`src/design/lsif_params.svh`:
```
// Purpose: Offsets, field positions, reset values of the link status block
// Assumes: AXI4-Lite, 32-bit data, one word per register
// Notes: Byte addresses
`ifndef LSIF_PARAMS_SVH
`define LSIF_PARAMS_SVH
`define LSIF_OFS_STATUS 4'h0
`define LSIF_OFS_ENABLE 4'h4
`define LSIF_OFS_ERRDET 4'h8
`define LSIF_OFS_DATA 4'hC
`define LSIF_BIT_IDST_HI 7
`define LSIF_BIT_IDST_LO 5
`define LSIF_BIT_BUSY 4
`define LSIF_BIT_ERR 3
`define LSIF_BIT_IDOK 2
`define LSIF_BIT_TXOK 1
`define LSIF_BIT_RXOK 0
`define LSIF_RST_STATUS 8'h00
`define LSIF_RST_ENABLE 4'h0
`define LSIF_RST_ERRDET 8'h00
`define LSIF_RST_DATA 8'h00
`endif

```
`src/design/lsif_pkg.sv`:
```
// Purpose: Types of the link status block
// Assumes: Nothing
// Notes: Write channel states
package lsif_pkg;
  typedef enum logic [1:0] {
    LSIF_W_IDLE = 2'b00,
    LSIF_W_RESP = 2'b01
  } lsif_wstate_type;
endpackage

```
`src/design/lsif_top.sv`:
```
// Purpose: Link status and interrupt flags with AXI4-Lite registers
// Assumes: Frame engine supplies one-cycle event pulses and levels
`timescale 1ns/10ps
`default_nettype none
`include "lsif_params.svh"
module lsif_top #(
  parameter int ERR_W = 8
) (
  input wire logic aclk,
  input wire logic aresetn,
  input wire logic [3:0] s_axi_awaddr,
  input wire logic s_axi_awvalid,
  output logic s_axi_awready,
  input wire logic [31:0] s_axi_wdata,
  input wire logic [3:0] s_axi_wstrb,
  input wire logic s_axi_wvalid,
  output logic s_axi_wready,
  output logic [1:0] s_axi_bresp,
  output logic s_axi_bvalid,
  input wire logic s_axi_bready,
  input wire logic [3:0] s_axi_araddr,
  input wire logic s_axi_arvalid,
  output logic s_axi_arready,
  output logic [31:0] s_axi_rdata,
  output logic [1:0] s_axi_rresp,
  output logic s_axi_rvalid,
  input wire logic s_axi_rready,
  input wire logic uart_mode,
  input wire logic [1:0] special_id_code,
  input wire logic special_id_seen,
  input wire logic transfer_active,
  input wire logic [ERR_W-1:0] error_events,
  input wire logic identifier_event,
  input wire logic transmit_done_event,
  input wire logic receive_done_event,
  input wire logic [7:0] frame_rx_data,
  output logic [7:0] frame_tx_data,
  output logic frame_tx_load,
  output logic irq
);
  // ----------------------------------------------------------------
  // Write channel
  // ----------------------------------------------------------------
  lsif_pkg::lsif_wstate_type wstate_r;
  lsif_pkg::lsif_wstate_type wstate_nxt;
  logic aw_held_r;
  logic [3:0] awaddr_r;
  logic w_held_r;
  logic [31:0] wdata_r;
  logic [3:0] wstrb_r;
  logic [1:0] bresp_r;
  logic [3:0] interrupt_enable_register_r;
  logic [7:0] frame_tx_data_r;
  logic frame_tx_load_r;
  wire aw_take = s_axi_awvalid && s_axi_awready;
  wire w_take = s_axi_wvalid && s_axi_wready;
  wire aw_have = aw_held_r || aw_take;
  wire w_have = w_held_r || w_take;
  wire [3:0] wr_addr = aw_held_r ? awaddr_r : s_axi_awaddr;
  wire [31:0] wr_data = w_held_r ? wdata_r : s_axi_wdata;
  wire [3:0] wr_strb = w_held_r ? wstrb_r : s_axi_wstrb;
  wire wr_go = (wstate_r == lsif_pkg::LSIF_W_IDLE) && aw_have && w_have;
  wire wr_lane0 = wr_go && wr_strb[0];
  wire wr_status = wr_lane0 && (wr_addr == `LSIF_OFS_STATUS);
  wire wr_enable = wr_lane0 && (wr_addr == `LSIF_OFS_ENABLE);
  wire wr_data_reg = wr_lane0 && (wr_addr == `LSIF_OFS_DATA);
  wire wr_mapped = (wr_addr == `LSIF_OFS_STATUS) || (wr_addr == `LSIF_OFS_ENABLE) ||
                   (wr_addr == `LSIF_OFS_ERRDET) || (wr_addr == `LSIF_OFS_DATA);
  assign s_axi_awready = (wstate_r == lsif_pkg::LSIF_W_IDLE) && !aw_held_r;
  assign s_axi_wready = (wstate_r == lsif_pkg::LSIF_W_IDLE) && !w_held_r;
  assign s_axi_bvalid = (wstate_r == lsif_pkg::LSIF_W_RESP);
  assign s_axi_bresp = bresp_r;
  always_comb begin
    wstate_nxt = wstate_r;
    case (wstate_r)
      lsif_pkg::LSIF_W_IDLE: begin
        if (wr_go) begin
          wstate_nxt = lsif_pkg::LSIF_W_RESP;
        end
      end
      lsif_pkg::LSIF_W_RESP: begin
        if (s_axi_bready) begin
          wstate_nxt = lsif_pkg::LSIF_W_IDLE;
        end
      end
      default: begin
        wstate_nxt = lsif_pkg::LSIF_W_IDLE;
      end
    endcase
  end
  always_ff @(posedge aclk) begin
    if (!aresetn) begin
      wstate_r <= lsif_pkg::LSIF_W_IDLE;
      aw_held_r <= 1'b0;
      w_held_r <= 1'b0;
      awaddr_r <= 4'h0;
      wdata_r <= 32'h00000000;
      wstrb_r <= 4'h0;
      bresp_r <= 2'h0;
    end else begin
      wstate_r <= wstate_nxt;
      aw_held_r <= aw_have && !wr_go;
      w_held_r <= w_have && !wr_go;
      if (aw_take) begin
        awaddr_r <= s_axi_awaddr;
      end
      if (w_take) begin
        wdata_r <= s_axi_wdata;
        wstrb_r <= s_axi_wstrb;
      end
      if (wr_go) begin
        bresp_r <= wr_mapped ? 2'h0 : 2'h2;
      end
    end
  end
  // ----------------------------------------------------------------
  // Enable and transmit data registers
  // ----------------------------------------------------------------
  always_ff @(posedge aclk) begin
    if (!aresetn) begin
      interrupt_enable_register_r <= `LSIF_RST_ENABLE;
      frame_tx_data_r <= `LSIF_RST_DATA;
      frame_tx_load_r <= 1'b0;
    end else begin
      if (wr_enable) begin
        interrupt_enable_register_r <= wr_data[3:0];
      end
      if (wr_data_reg) begin
        frame_tx_data_r <= wr_data[7:0];
      end
      frame_tx_load_r <= wr_data_reg;
    end
  end
  assign frame_tx_data = frame_tx_data_r;
  assign frame_tx_load = frame_tx_load_r;
  // ----------------------------------------------------------------
  // Read channel
  // ----------------------------------------------------------------
  logic rvalid_r;
  logic [31:0] rdata_r;
  logic [1:0] rresp_r;
  wire rd_take = s_axi_arvalid && s_axi_arready;
  wire rd_data_reg = rd_take && (s_axi_araddr == `LSIF_OFS_DATA);
  logic [7:0] status_word;
  logic [ERR_W-1:0] error_detail_register;
  wire rd_status = (s_axi_araddr == `LSIF_OFS_STATUS);
  wire rd_enable = (s_axi_araddr == `LSIF_OFS_ENABLE);
  wire rd_errdet = (s_axi_araddr == `LSIF_OFS_ERRDET);
  wire rd_mapped = rd_status || rd_enable || rd_errdet || (s_axi_araddr == `LSIF_OFS_DATA);
  wire [31:0] rd_word = rd_status ? {24'h000000, status_word} :
                        rd_enable ? {28'h0000000, interrupt_enable_register_r} :
                        rd_errdet ? {{(32-ERR_W){1'b0}}, error_detail_register} :
                        rd_mapped ? {24'h000000, frame_rx_data} : 32'h00000000;
  assign s_axi_arready = !rvalid_r;
  assign s_axi_rvalid = rvalid_r;
  assign s_axi_rdata = rdata_r;
  assign s_axi_rresp = rresp_r;
  always_ff @(posedge aclk) begin
    if (!aresetn) begin
      rvalid_r <= 1'b0;
      rdata_r <= 32'h00000000;
      rresp_r <= 2'h0;
    end else begin
      if (rd_take) begin
        rvalid_r <= 1'b1;
        rdata_r <= rd_word;
        rresp_r <= rd_mapped ? 2'h0 : 2'h2;
      end else if (s_axi_rready) begin
        rvalid_r <= 1'b0;
      end
    end
  end
  // ----------------------------------------------------------------
  // Flags
  // ----------------------------------------------------------------
  logic identifier_event_flag;
  logic transmit_done_flag;
  logic receive_done_flag;
  logic error_event_flag;
  wire uart_rd = uart_mode && rd_data_reg;
  wire uart_wr = uart_mode && wr_data_reg;
  wire clr_err = (wr_status && wr_data[`LSIF_BIT_ERR]) || uart_rd;
  lsif_errdet #(
    .WIDTH(ERR_W)
  ) u_errdet (
    .aclk(aclk),
    .aresetn(aresetn),
    .err_set(error_events),
    .clr_all(clr_err),
    .det_out(error_detail_register)
  );
  assign error_event_flag = |error_detail_register;
  lsif_flag u_idok (
    .aclk(aclk),
    .aresetn(aresetn),
    .set_in(identifier_event),
    .clr_in(wr_status && wr_data[`LSIF_BIT_IDOK]),
    .flag_out(identifier_event_flag)
  );
  lsif_flag u_txok (
    .aclk(aclk),
    .aresetn(aresetn),
    .set_in(transmit_done_event),
    .clr_in((wr_status && wr_data[`LSIF_BIT_TXOK]) || uart_wr),
    .flag_out(transmit_done_flag)
  );
  lsif_flag u_rxok (
    .aclk(aclk),
    .aresetn(aresetn),
    .set_in(receive_done_event),
    .clr_in((wr_status && wr_data[`LSIF_BIT_RXOK]) || uart_rd),
    .flag_out(receive_done_flag)
  );
  wire [2:0] special_identifier_status = special_id_seen ? {1'b1, special_id_code} : 3'h0;
  wire transfer_active_flag = transfer_active;
  assign status_word = {special_identifier_status, transfer_active_flag, error_event_flag,
                        identifier_event_flag, transmit_done_flag, receive_done_flag};
  // ----------------------------------------------------------------
  // Interrupt
  // ----------------------------------------------------------------
  wire [3:0] irq_pending = status_word[3:0] & interrupt_enable_register_r;
  assign irq = |irq_pending;
endmodule
`default_nettype wire

```
`src/design/lsif_flag.sv`:
```
// Purpose: One sticky event flag, set wins over clear
// Assumes: Synchronous active-low reset
// Notes: None
`timescale 1ns/10ps
`default_nettype none
module lsif_flag (
  input wire logic aclk,
  input wire logic aresetn,
  input wire logic set_in,
  input wire logic clr_in,
  output logic flag_out
);
  logic flag_r;
  logic flag_nxt;
  assign flag_nxt = set_in ? 1'b1 : (clr_in ? 1'b0 : flag_r);
  always_ff @(posedge aclk) begin
    if (!aresetn) begin
      flag_r <= 1'b0;
    end else begin
      flag_r <= flag_nxt;
    end
  end
  assign flag_out = flag_r;
endmodule
`default_nettype wire

```
`src/design/lsif_errdet.sv`:
```
// Purpose: Error-detail register, sticky bits set by the core
// Assumes: Synchronous active-low reset
// Notes: Whole register cleared at once; a new error beats the clear
`timescale 1ns/10ps
`default_nettype none
module lsif_errdet #(
  parameter int WIDTH = 8
) (
  input wire logic aclk,
  input wire logic aresetn,
  input wire logic [WIDTH-1:0] err_set,
  input wire logic clr_all,
  output logic [WIDTH-1:0] det_out
);
  logic [WIDTH-1:0] det_r;
  logic [WIDTH-1:0] det_nxt;
  assign det_nxt = err_set | (clr_all ? {WIDTH{1'b0}} : det_r);
  always_ff @(posedge aclk) begin
    if (!aresetn) begin
      det_r <= {WIDTH{1'b0}};
    end else begin
      det_r <= det_nxt;
    end
  end
  assign det_out = det_r;
endmodule
`default_nettype wire

```
`config.mk`:
```
export PLATFORM = sky130hd
export DESIGN_NAME = lsif_top
export DESIGN_NICKNAME = d
export VERILOG_FILES = /design/src/design/lsif_pkg.sv /design/src/design/lsif_top.sv /design/src/design/lsif_flag.sv /design/src/design/lsif_errdet.sv
export VERILOG_INCLUDE_DIRS = /design/src /design/src/design
export SDC_FILE = /design/constraint.sdc
export NUM_CORES = 1
export LEC_CHECK = 0
export BUFFER_PORTS_ARGS = -buffer_cell sky130_fd_sc_hd__buf_4
export CAP_MARGIN = 20
export CORE_ASPECT_RATIO = 0.7
export CORE_UTILIZATION = 41
export CTS_CLUSTER_DIAMETER = 30
export CTS_CLUSTER_SIZE = 8
export DETAILED_ROUTE_END_ITERATION = 8
export GPL_ROUTABILITY_DRIVEN = 0
export PLACE_DENSITY = 0.86
export RECOVER_POWER = 25
export SKIP_LAST_GASP = 1
export SLEW_MARGIN = 20
export SYNTH_ARGS = -nofsm -noshare
export SYNTH_HDL_FRONTEND = slang
export SYNTH_SLANG_ARGS = --single-unit
```
`constraint.sdc`:
```
create_clock -name aclk -period 1.8 [get_ports aclk]
set_input_delay 0.36 -clock aclk [delete_from_list [all_inputs] [get_ports aclk]]
set_output_delay 0.36 -clock aclk [all_outputs]
set_load 0.01 [all_outputs]
```
Word level (Yosys, flattened, before mapping)
Cells that the tools add are included.
Operators by class
  equal/unequal tests: 9
  multiplexer cells: 22
  bitwise gates (word level): 2
  reductions and logical operators: 45
Operators by type and width (number)
  two-way mux 8 bit: 6
  logical AND 1 bit: 20
  == test 4 bit (second input constant): 4
  logical OR 1 bit: 11
  two-way mux 1 bit: 9
  == test 4 x 3 -> 1 bit (second input constant): 2
  zero test 4 bit: 2
  two-way mux 2 bit: 4
  OR 8 bit: 1
  nonzero test 2 bit: 4
  OR reduction 8 bit: 1
  AND 4 bit: 1
  zero test 1 bit: 4
  two-way mux 4 bit: 1
  case mux 2 bit (2 select lines): 1
  OR reduction 4 bit: 1
  two-way mux 3 bit: 1
  == test 2 x 1 -> 1 bit (second input constant): 1
  zero test 2 bit: 1
  != test 2 x 1 -> 1 bit (second input constant): 1
  != test 2 bit (second input constant): 1
  AND reduction 2 bit: 1
Storage, ports and cells
  bits in registers: 78
  input bits: 75
  output and inout port bits: 51
  word-level logic and storage cells: 95

Depth between registers and ports, before layout
Gate-level depths: netlist of the first run.
  depth in word-level cells: 12
  gate-level depth with buffers: 6
  mapped depth without buffers: 4

Cells and area by module
A second synthesis of the first run with hierarchy kept.
Second synthesis, totals
  cell total of the unflattened synthesis: 276
  area total of the unflattened synthesis: 2538.7 µm²
By module, submodules not included
  lsif_top: instances 1, cells an instance 242, area each 2139.6 µm², sequential area each 800.8 µm²
  lsif_errdet: instances 1, cells an instance 25, area each 275.3 µm², sequential area each 160.2 µm²
  lsif_flag: instances 3, cells an instance 3, area each 41.3 µm², sequential area each 20.0 µm²

Least setup slack after synthesis of the first run
No wires, ideal clock.
  path type: reg-to-reg
  from: reg aw_held_r
  to: reg u_errdet.det_r[0], in the netlist u_errdet.det_out[0]
  setup time: 117 ps
  arrival: 1655 ps
  data required time: 1683 ps
  path slack: 29 ps
  stages on the path, launching flop included: 6
  buffers on the path: 1
  period minus slack after synthesis: 1771 ps
  path through: dfxtp_1 > buf_6 > or3_4 > a2111oi_4 > a31oi_1 > a22o_1
Between the ends
  cells in the longest elaborated chain, start to end: 12
  elaborated cells on any way between the ends: 14
  classes of those cells: 2 x mux; 1 x bitwise; 11 x reduce/logical
RTL lines
  from (decl): line lsif_top.sv:46  | logic aw_held_r;
  from (signal assigned): line lsif_top.sv:102  | aw_held_r <= aw_have && !wr_go;
  zero test 1 bit: line lsif_top.sv:69  | assign s_axi_awready = (wstate_r == lsif_pkg::LSIF_W_IDLE) && !aw_held_r;
  logical AND 1 bit: line lsif_top.sv:69
  logical AND 1 bit: line lsif_top.sv:55  | wire aw_take = s_axi_awvalid && s_axi_awready;
  logical OR 1 bit: line lsif_top.sv:57  | wire aw_have = aw_held_r || aw_take;
  logical AND 1 bit (2 in series): line lsif_top.sv:62  | wire wr_go = (wstate_r == lsif_pkg::LSIF_W_IDLE) && aw_have && w_have;
  logical AND 1 bit: line lsif_top.sv:63  | wire wr_lane0 = wr_go && wr_strb[0];
  logical AND 1 bit *: line lsif_top.sv:64  | wire wr_status = wr_lane0 && (wr_addr == `LSIF_OFS_STATUS);
  logical AND 1 bit *: line lsif_top.sv:182  | wire clr_err = (wr_status && wr_data[`LSIF_BIT_ERR]) || uart_rd;
  logical OR 1 bit *: line lsif_top.sv:182
  two-way mux 8 bit *: line lsif_errdet.sv:17  | assign det_nxt = err_set | (clr_all ? {WIDTH{1'b0}} : det_r);
  OR 8 bit *: line lsif_errdet.sv:17
  to (signal assigned): line lsif_errdet.sv:20  | det_r <= {WIDTH{1'b0}};
  to (signal assigned): line lsif_errdet.sv:22  | det_r <= det_nxt;
  to (decl): line lsif_errdet.sv:15  | logic [WIDTH-1:0] det_r;
Mark *: on every way between the ends. The rest lies on a longest branch, timed or not.
A chain may end at the register's enable or synchronous reset.

Worst setup path in the final report of the first run
  from: reg aw_held_r
  to: reg u_errdet.det_r[1], in the netlist u_errdet.det_out[1]
The elaborated chain is that of the path after synthesis.

==> results.md, run 1 <==
* Ordered cell list for the critical path: or3b_4 > a2111oi_4 > a31oi_1 > buf_4 > a22o_1
* Vias in the first global route at 1813
* Cts bufs inserted at 5
* Cells after DPL at 405
* Max incr delay on CP at 0.41 ns
* Post-DRT Antenna Nets at 0
* Area contributors post-synth: dfxtp_1 41%, mux2i_1 13%, buf_4 7.9%
* Clock Sinks at 51
* Clk buf depth at 2
* NetSw at 665 uW
* Design area at 3130 um^2
* Switching Share at 27.5%
* CTS H-tree depth at 2
* Hold Path Class: primary input to flip-flop
* EDFF count, synth at 0
* Total number of vias at 2071
* MaxCap Viol Count at 0
* Overall Power at 2.42 mW
* XOR/XNOR Fraction of Synth Area at 0%
* Worst Reg-to-Reg Cells at 5
* Util after Layout at 54.1%
* FP Rows at 23
* Clk_lat worst skew at 0.31 ns
* Synth Area in Compound Gates at 15.6%
* Final setup violation count at 0
* Synth warn at 0
* Final HPWL DP at 4.41 mm
* P&R area growth vs syn at 26.2%
* # DRC at 0
* Async SR Flop Fraction at 0%
* Min Tclk post-route at 1.77 ns
* Grt ovf at 0
* Crit share post-route at 98.4%
* Clock transition at path regs at 0.09 ns
* IO buf count at 72
* P_leak at 1.45 nW
* Mapped cell area at 2480 um^2
* Crit path buf inv count at 1
* RSZ-0062 raised after global routing: true
* Post-synthesis mux area share at 17.9%
* CTS hold repair buffers at 0
* Die height at 67.1 um
* Part of the power in registers at 51.4%
* Non-filler cells, final at 414
* P_int at 1.75 mW
* Ratio of cells with drive above 1 in the final layout at 30.7%
* Setup CP Type: flip-flop to flip-flop
* CP max FO at 8
* Drt wl/cell at 13.7 um
* Fillers at 529
* PwrDens at 773 nW/um^2
* Synth cell types at 46
* Via density per instance at 5.00
* Main synth FF type: dfxtp_1
* Critical path's top delay family: compound AO/OA/AOI/OAI gates
* Clk pwr share at 28.6%
* Worst-Margin Slew at 0.511 ns
* Critical path arrival at 1.97 ns
* Final Hold Viols at 0
* Crit-path slowest cell: a2111oi_4
* TNS Setup at 0 ns
* Simple-gate share of the synthesized area at 13.8%
* Mean Syn Cell Area at 9.65 um^2
* Io pins at 126
* Critical Path Stages at 5
* Status: finished, final reports clean
* WHS Path Cells at 2
* Most common cell after layout, fill and taps aside: buf_4
* Slew headroom at 65.9%
* Clk root buf: clkbuf_8
* Largest family of logic cells by synthesized area: multiplexers
* Comb pwr share at 20.0%
* Worst vdd ir at 275 uV
* Total Wirelength at 5.67 mm
* DR pass1 iterations at 4
* Post-layout net count at 413
* Adder-cell share of the synthesized area at 0%
* DP Area at 3050 um^2
* Nature of the critical path endpoint: flip-flop
* Global-route wire length before repair at 8.83 mm
* Pin count of the biggest net entering global routing at 17
* Synth top area share at 41.2%
* Cells after Synth at 257
* Std-Cell Core Area at 5780 um^2
* Seq cells post-synth at 51
* Die width at 95.0 um
* Max Fclk at 564 MHz
* Diodes inserted at 0
* Sequential fraction of the synthesis area at 41.2%
* GRT Util Overall at 18.2%
* Area leader, netlist: dfxtp_1
* Iter 0 DRT Violations at 109
* Die Footprint at 6370 um^2
* Initial antenna violation count at 0
* Worst Path Required at 2.00 ns
* Starting Density at 42.9%
* CTS tree: done
* Commonest non-fill, non-tap cells in the layout: 76 x buf_4, 50 x dfxtp_1, 32 x mux2i_1, 30 x nor2_1, 26 x conb_1
* Layout Skew at 0.00781 ns
* Max Slew Vio Count at 0
* Crit path launch type: flip-flop
final cells by class:
cell class	count	area (um^2)	share of cell area (%)
Tap cell	75	93.8	3.00
Clock buffer	6	82.6	2.64
Multi-Input combinational cell	188	1280	41.0
Timing Repair Buffer	87	612	19.5
Sequential cell	51	1020	32.7
Clock inverter	2	16.3	0.520
Inverter	5	18.8	0.600
sequential cells by signal (all words and copies together) (netlist names), 4 cells and up:
| signal | count |
|---|---|
| frame_tx_data | 8 |
| awaddr_r | 4 |
| wdata_r | 8 |
| interrupt_enable_register_r | 4 |
| u_errdet.det_out | 8 |
| s_axi_rdata | 8 |
power groups by stage:
| stage | clock network, mW | logic [mW] | registers (mW) |
|---|---|---|---|
| 6_report | 0.692 | 0.485 | 1.24 |
| 4_1_cts | 0.710 | 0.491 | 1.24 |
| 2_1_floorplan | 0 | 0.329 | 1.26 |
| 3_3_place_gp | 0 | 0.477 | 1.26 |
| 3_5_place_dp | 0 | 0.487 | 1.27 |
| 5_1_grt | 0.772 | 0.532 | 1.25 |
cells by family (layout without fill, tap and decap cells):
| family | after synthesis | count (layout) |
|---|---|---|
| DFF | 51 | 51 |
| buffers and inverters | 43 | 100 |
| and+or+nand+nor | 72 | 72 |
| AOI/OAI and AO/OA | 50 | 50 |
| other | 1 | 26 |
| muxes | 40 | 40 |
final timing paths:
| check | startpoint | end | slack (ns) |
|---|---|---|---|
| setup / recovery | aw_held_r | u_errdet.det_out[1] | 0.03 |
| hold / removal | receive_done_event | u_rxok.flag_out | 0.25 |
| setup reg to reg | aw_held_r | u_errdet.det_out[1] | 0.03 |
| hold reg to reg | frame_tx_data[1] | frame_tx_data[1] | 0.48 |
what timing repair did:
item / in CTS / in global routing
endpoints found under the setup margin: 21 / 21
pin swaps: 6 / 1
resized for setup: 2 / 2
setup buffers: 1 / 0
cell usage after synthesis, types with 3 or more instances:
library cell and instances:
mux2_2 5, dfxtp_1 51, inv_1 4, nand2b_1 6, clkbuf_1 8, nor2_1 30
buf_6 3, a21oi_1 9, o21ai_0 7, mux4_2 3, nand2_1 17, a22o_1 10
nor3_1 3, mux2i_1 32, buf_4 26, a311oi_1 5, a22oi_1 5
stage by stage:
step	hold WS (ns)	setup WS, ns
4_1_cts	0.243	-0.0216
3_3_place_gp	0.449	-0.160
3_5_place_dp	0.463	-0.221
2_1_floorplan	0.447	0.0286
6_report	0.246	0.0281
5_1_grt	0.228	-0.0437
routing by layer:
layer,wire [um],vias to the layer above,global-route usage [%]
met2,2530,62,26.4
li1,-,1027,-
met4,43,0,3.79
met5,0,-,0
met1,2680,975,26.2
met3,416,7,5.59
(Power assumes the default switching activity.)
==> inputs of run 2 (changes only) <==
--- a/config.mk
+++ b/config.mk
@@ -14,8 +14,9 @@
 export CTS_CLUSTER_SIZE = 8
 export DETAILED_ROUTE_END_ITERATION = 8
 export GPL_ROUTABILITY_DRIVEN = 0
-export PLACE_DENSITY = 0.86
+export PLACE_DENSITY = 0.76
 export RECOVER_POWER = 25
+export REMOVE_ABC_BUFFERS = 1
 export SKIP_LAST_GASP = 1
 export SLEW_MARGIN = 20
 export SYNTH_ARGS = -nofsm -noshare
==> results.md, run 2 (synthesis results as in run 1) <==
* Io pins at 126 (unchanged)
* Status: finished, violations left
* Worst Path Required at 1.99 ns (about the same)
* Starting Density at 42.9% (unchanged)
* Vias in the first global route at 1807 (-0.33%)
* # DRC at 0 (unchanged)
* Ordered cell list for the critical path: or3b_4 > a2111oi_4 > buf_4 > buf_6 > o21ai_1 > buf_4 > mux2i_1
* Clock Sinks at 51 (unchanged)
* Nature of the critical path endpoint: flip-flop
* Hold Path End: u_rxok.flag_out
* Die Footprint at 6370 um^2 (unchanged)
* R2R setup slack at -0.009 ns (-0.04 ns)
* Layout Skew at 0.0130 ns (+0.00516 ns)
* Clk_lat worst skew at 0.30 ns (about the same)
* RSZ-0062 raised after global routing: true
* Worst vdd ir at 439 uV (+60%)
* CTS tree: done
* CTS H-tree depth at 2 (unchanged)
* Grt ovf at 0 (unchanged)
* Critical path arrival at 2.00 ns (+0.03 ns)
* Overall Power at 2.41 mW (-0.42%)
* Pin count of the biggest net entering global routing at 26 (+9)
* Commonest non-fill, non-tap cells in the layout: 75 x buf_4, 49 x dfxtp_1, 32 x mux2i_1, 31 x nor2_1, 26 x conb_1
* Max incr delay on CP at 0.40 ns (about the same)
* Worst r2r dst: interrupt_enable_register_r[2]
* Hold Path Class: primary input to flip-flop
* Final critical-path setup slack at -0.00904 ns (-0.0372 ns)
* Most frequent CP cell: buf_4
* Std-Cell Core Area at 5780 um^2 (unchanged)
* Die width at 95.0 um (unchanged)
* Final setup violation count at 2 (+2)
* Iter 0 DRT Violations at 81 (-26%)
* IO buf count at 72 (unchanged)
* Clock transition at path regs at 0.10 ns (about the same)
* Post-layout net count at 415 (+0.48%)
* Ratio of cells with drive above 1 in the final layout at 31.7% (+0.99 points)
* Max Slew Vio Count at 0 (unchanged)
* Final HPWL DP at 4.49 mm (+1.7%)
* Crit share post-route at 101% (+2.1 points)
* P&R area growth vs syn at 27.3%
* Hold wc startpoint: receive_done_event
* Worst Reg-to-Reg Cells at 7 (+2)
* Worst-Margin Slew at 0.529 ns (+0.0177 ns)
* Violated checks: negative setup slack
* Clk root buf: clkbuf_8
* MaxCap Viol Count at 0 (unchanged)
* GRT Util Overall at 18.2% (about the same)
* Die height at 67.1 um (unchanged)
* Drt wl/cell at 14.0 um (+1.9%)
* CTS hold repair buffers at 0 (unchanged)
* DR pass1 iterations at 5 (+1)
* Max Fclk at 553 MHz (-2.1%)
* PwrDens at 763 nW/um^2 (-1.3%)
* Slew headroom at 64.8% (-1.2 points)
* CP max FO at 4 (-4)
* P_leak at 1.46 nW (+1.0%)
* Via density per instance at 4.92 (-1.7%)
* Setup CP Type: flip-flop to flip-flop
* Final Hold Viols at 0 (unchanged)
* Fillers at 533 (+0.76%)
* Origin of the critical flop-to-flop path: aw_held_r
* Total number of vias at 2046 (-1.2%)
* Clk buf depth at 2 (unchanged)
* Global-route wire length before repair at 8.78 mm (-0.48%)
* Crit path launch type: flip-flop
* Util after Layout at 54.6% (+0.45 points)
* WHS Path Cells at 2 (unchanged)
* Diodes inserted at 0 (unchanged)
* Initial antenna violation count at 0 (unchanged)
* Total Wirelength at 5.81 mm (+2.4%)
* Most common cell after layout, fill and taps aside: buf_4
* FP Rows at 23 (unchanged)
* Crit-path slowest cell: or3b_4
* Post-DRT Antenna Nets at 0 (unchanged)
* Cts bufs inserted at 5 (unchanged)
* Min Tclk post-route at 1.81 ns (+0.0372 ns)
[run 2: through the flow]
step / instance area [um^2] / TNS (ns) / worst slack, ns / hold WS (ns) / instances
finish: 3160 / -0.0106 / -0.00904 / 0.252 / 416
global route: 3160 / -0.418 / -0.0530 / 0.246 / 416
CTS: 3160 / -0.00865 / -0.00865 / 0.246 / 414
detailed placement: 3040 / -4.30 / -0.255 / 0.452 / 404
global placement: 3040 / -3.20 / -0.182 / 0.456 / 404
floorplan: 2310 / -6.46 / -0.406 / 0.446 / 244
[run 2: cell type report]
class / count / area [um^2] / area share (%)
Inverter: 5 / 18.8 / 0.595
Tap cell: 75 / 93.8 / 2.97
Multi-Input combinational cell: 188 / 1290 / 40.9
Clock buffer: 5 / 68.8 / 2.18
Clock inverter: 3 / 23.8 / 0.753
Sequential cell: 51 / 1020 / 32.4
Timing Repair Buffer: 89 / 638 / 20.2
[run 2: routing by layer]
layer,vias to the layer above,global-route usage (%),wire [um]
li1,1031,-,-
met3,5,4.79,296
met4,0,3.79,35
met1,962,24.9,2850
met5,-,0,0
met2,48,28.7,2620
[run 2: where the power goes]
group	switching [mW]	internal, mW
clock network	0.389	0.281
logic	0.243	0.251
registers	0.0491	1.20
[run 2: timing repair]
item	CTS	global route
gates cloned	0	0
pin swaps	6	4
setup buffers	2	2
resized for setup	3	7
setup endpoints to repair	22	16
[run 2: critical path, delay by kind of cell, from the launching register on]
family	cells	cell delay, ns
buf+inv	3	0.46
flops	1	0.35
mux	1	0.12
compound gates	2	0.37
simple gates	1	0.40
[run 2: worst max path at each step]
stage                         start                        endpoint  slack [ns]  cells past startpoint
floorplan                 aw_held_r             u_errdet.det_out[0]       -0.41                      4
global placement    s_axi_awaddr[0]                frame_tx_data[7]       -0.18                      6
detailed placement  s_axi_awaddr[0]                frame_tx_data[5]       -0.26                      6
CTS                       aw_held_r                frame_tx_data[7]      -0.009                      6
global route              aw_held_r  interrupt_enable_register_r[2]       -0.05                      7
finish                    aw_held_r  interrupt_enable_register_r[2]      -0.009                      7
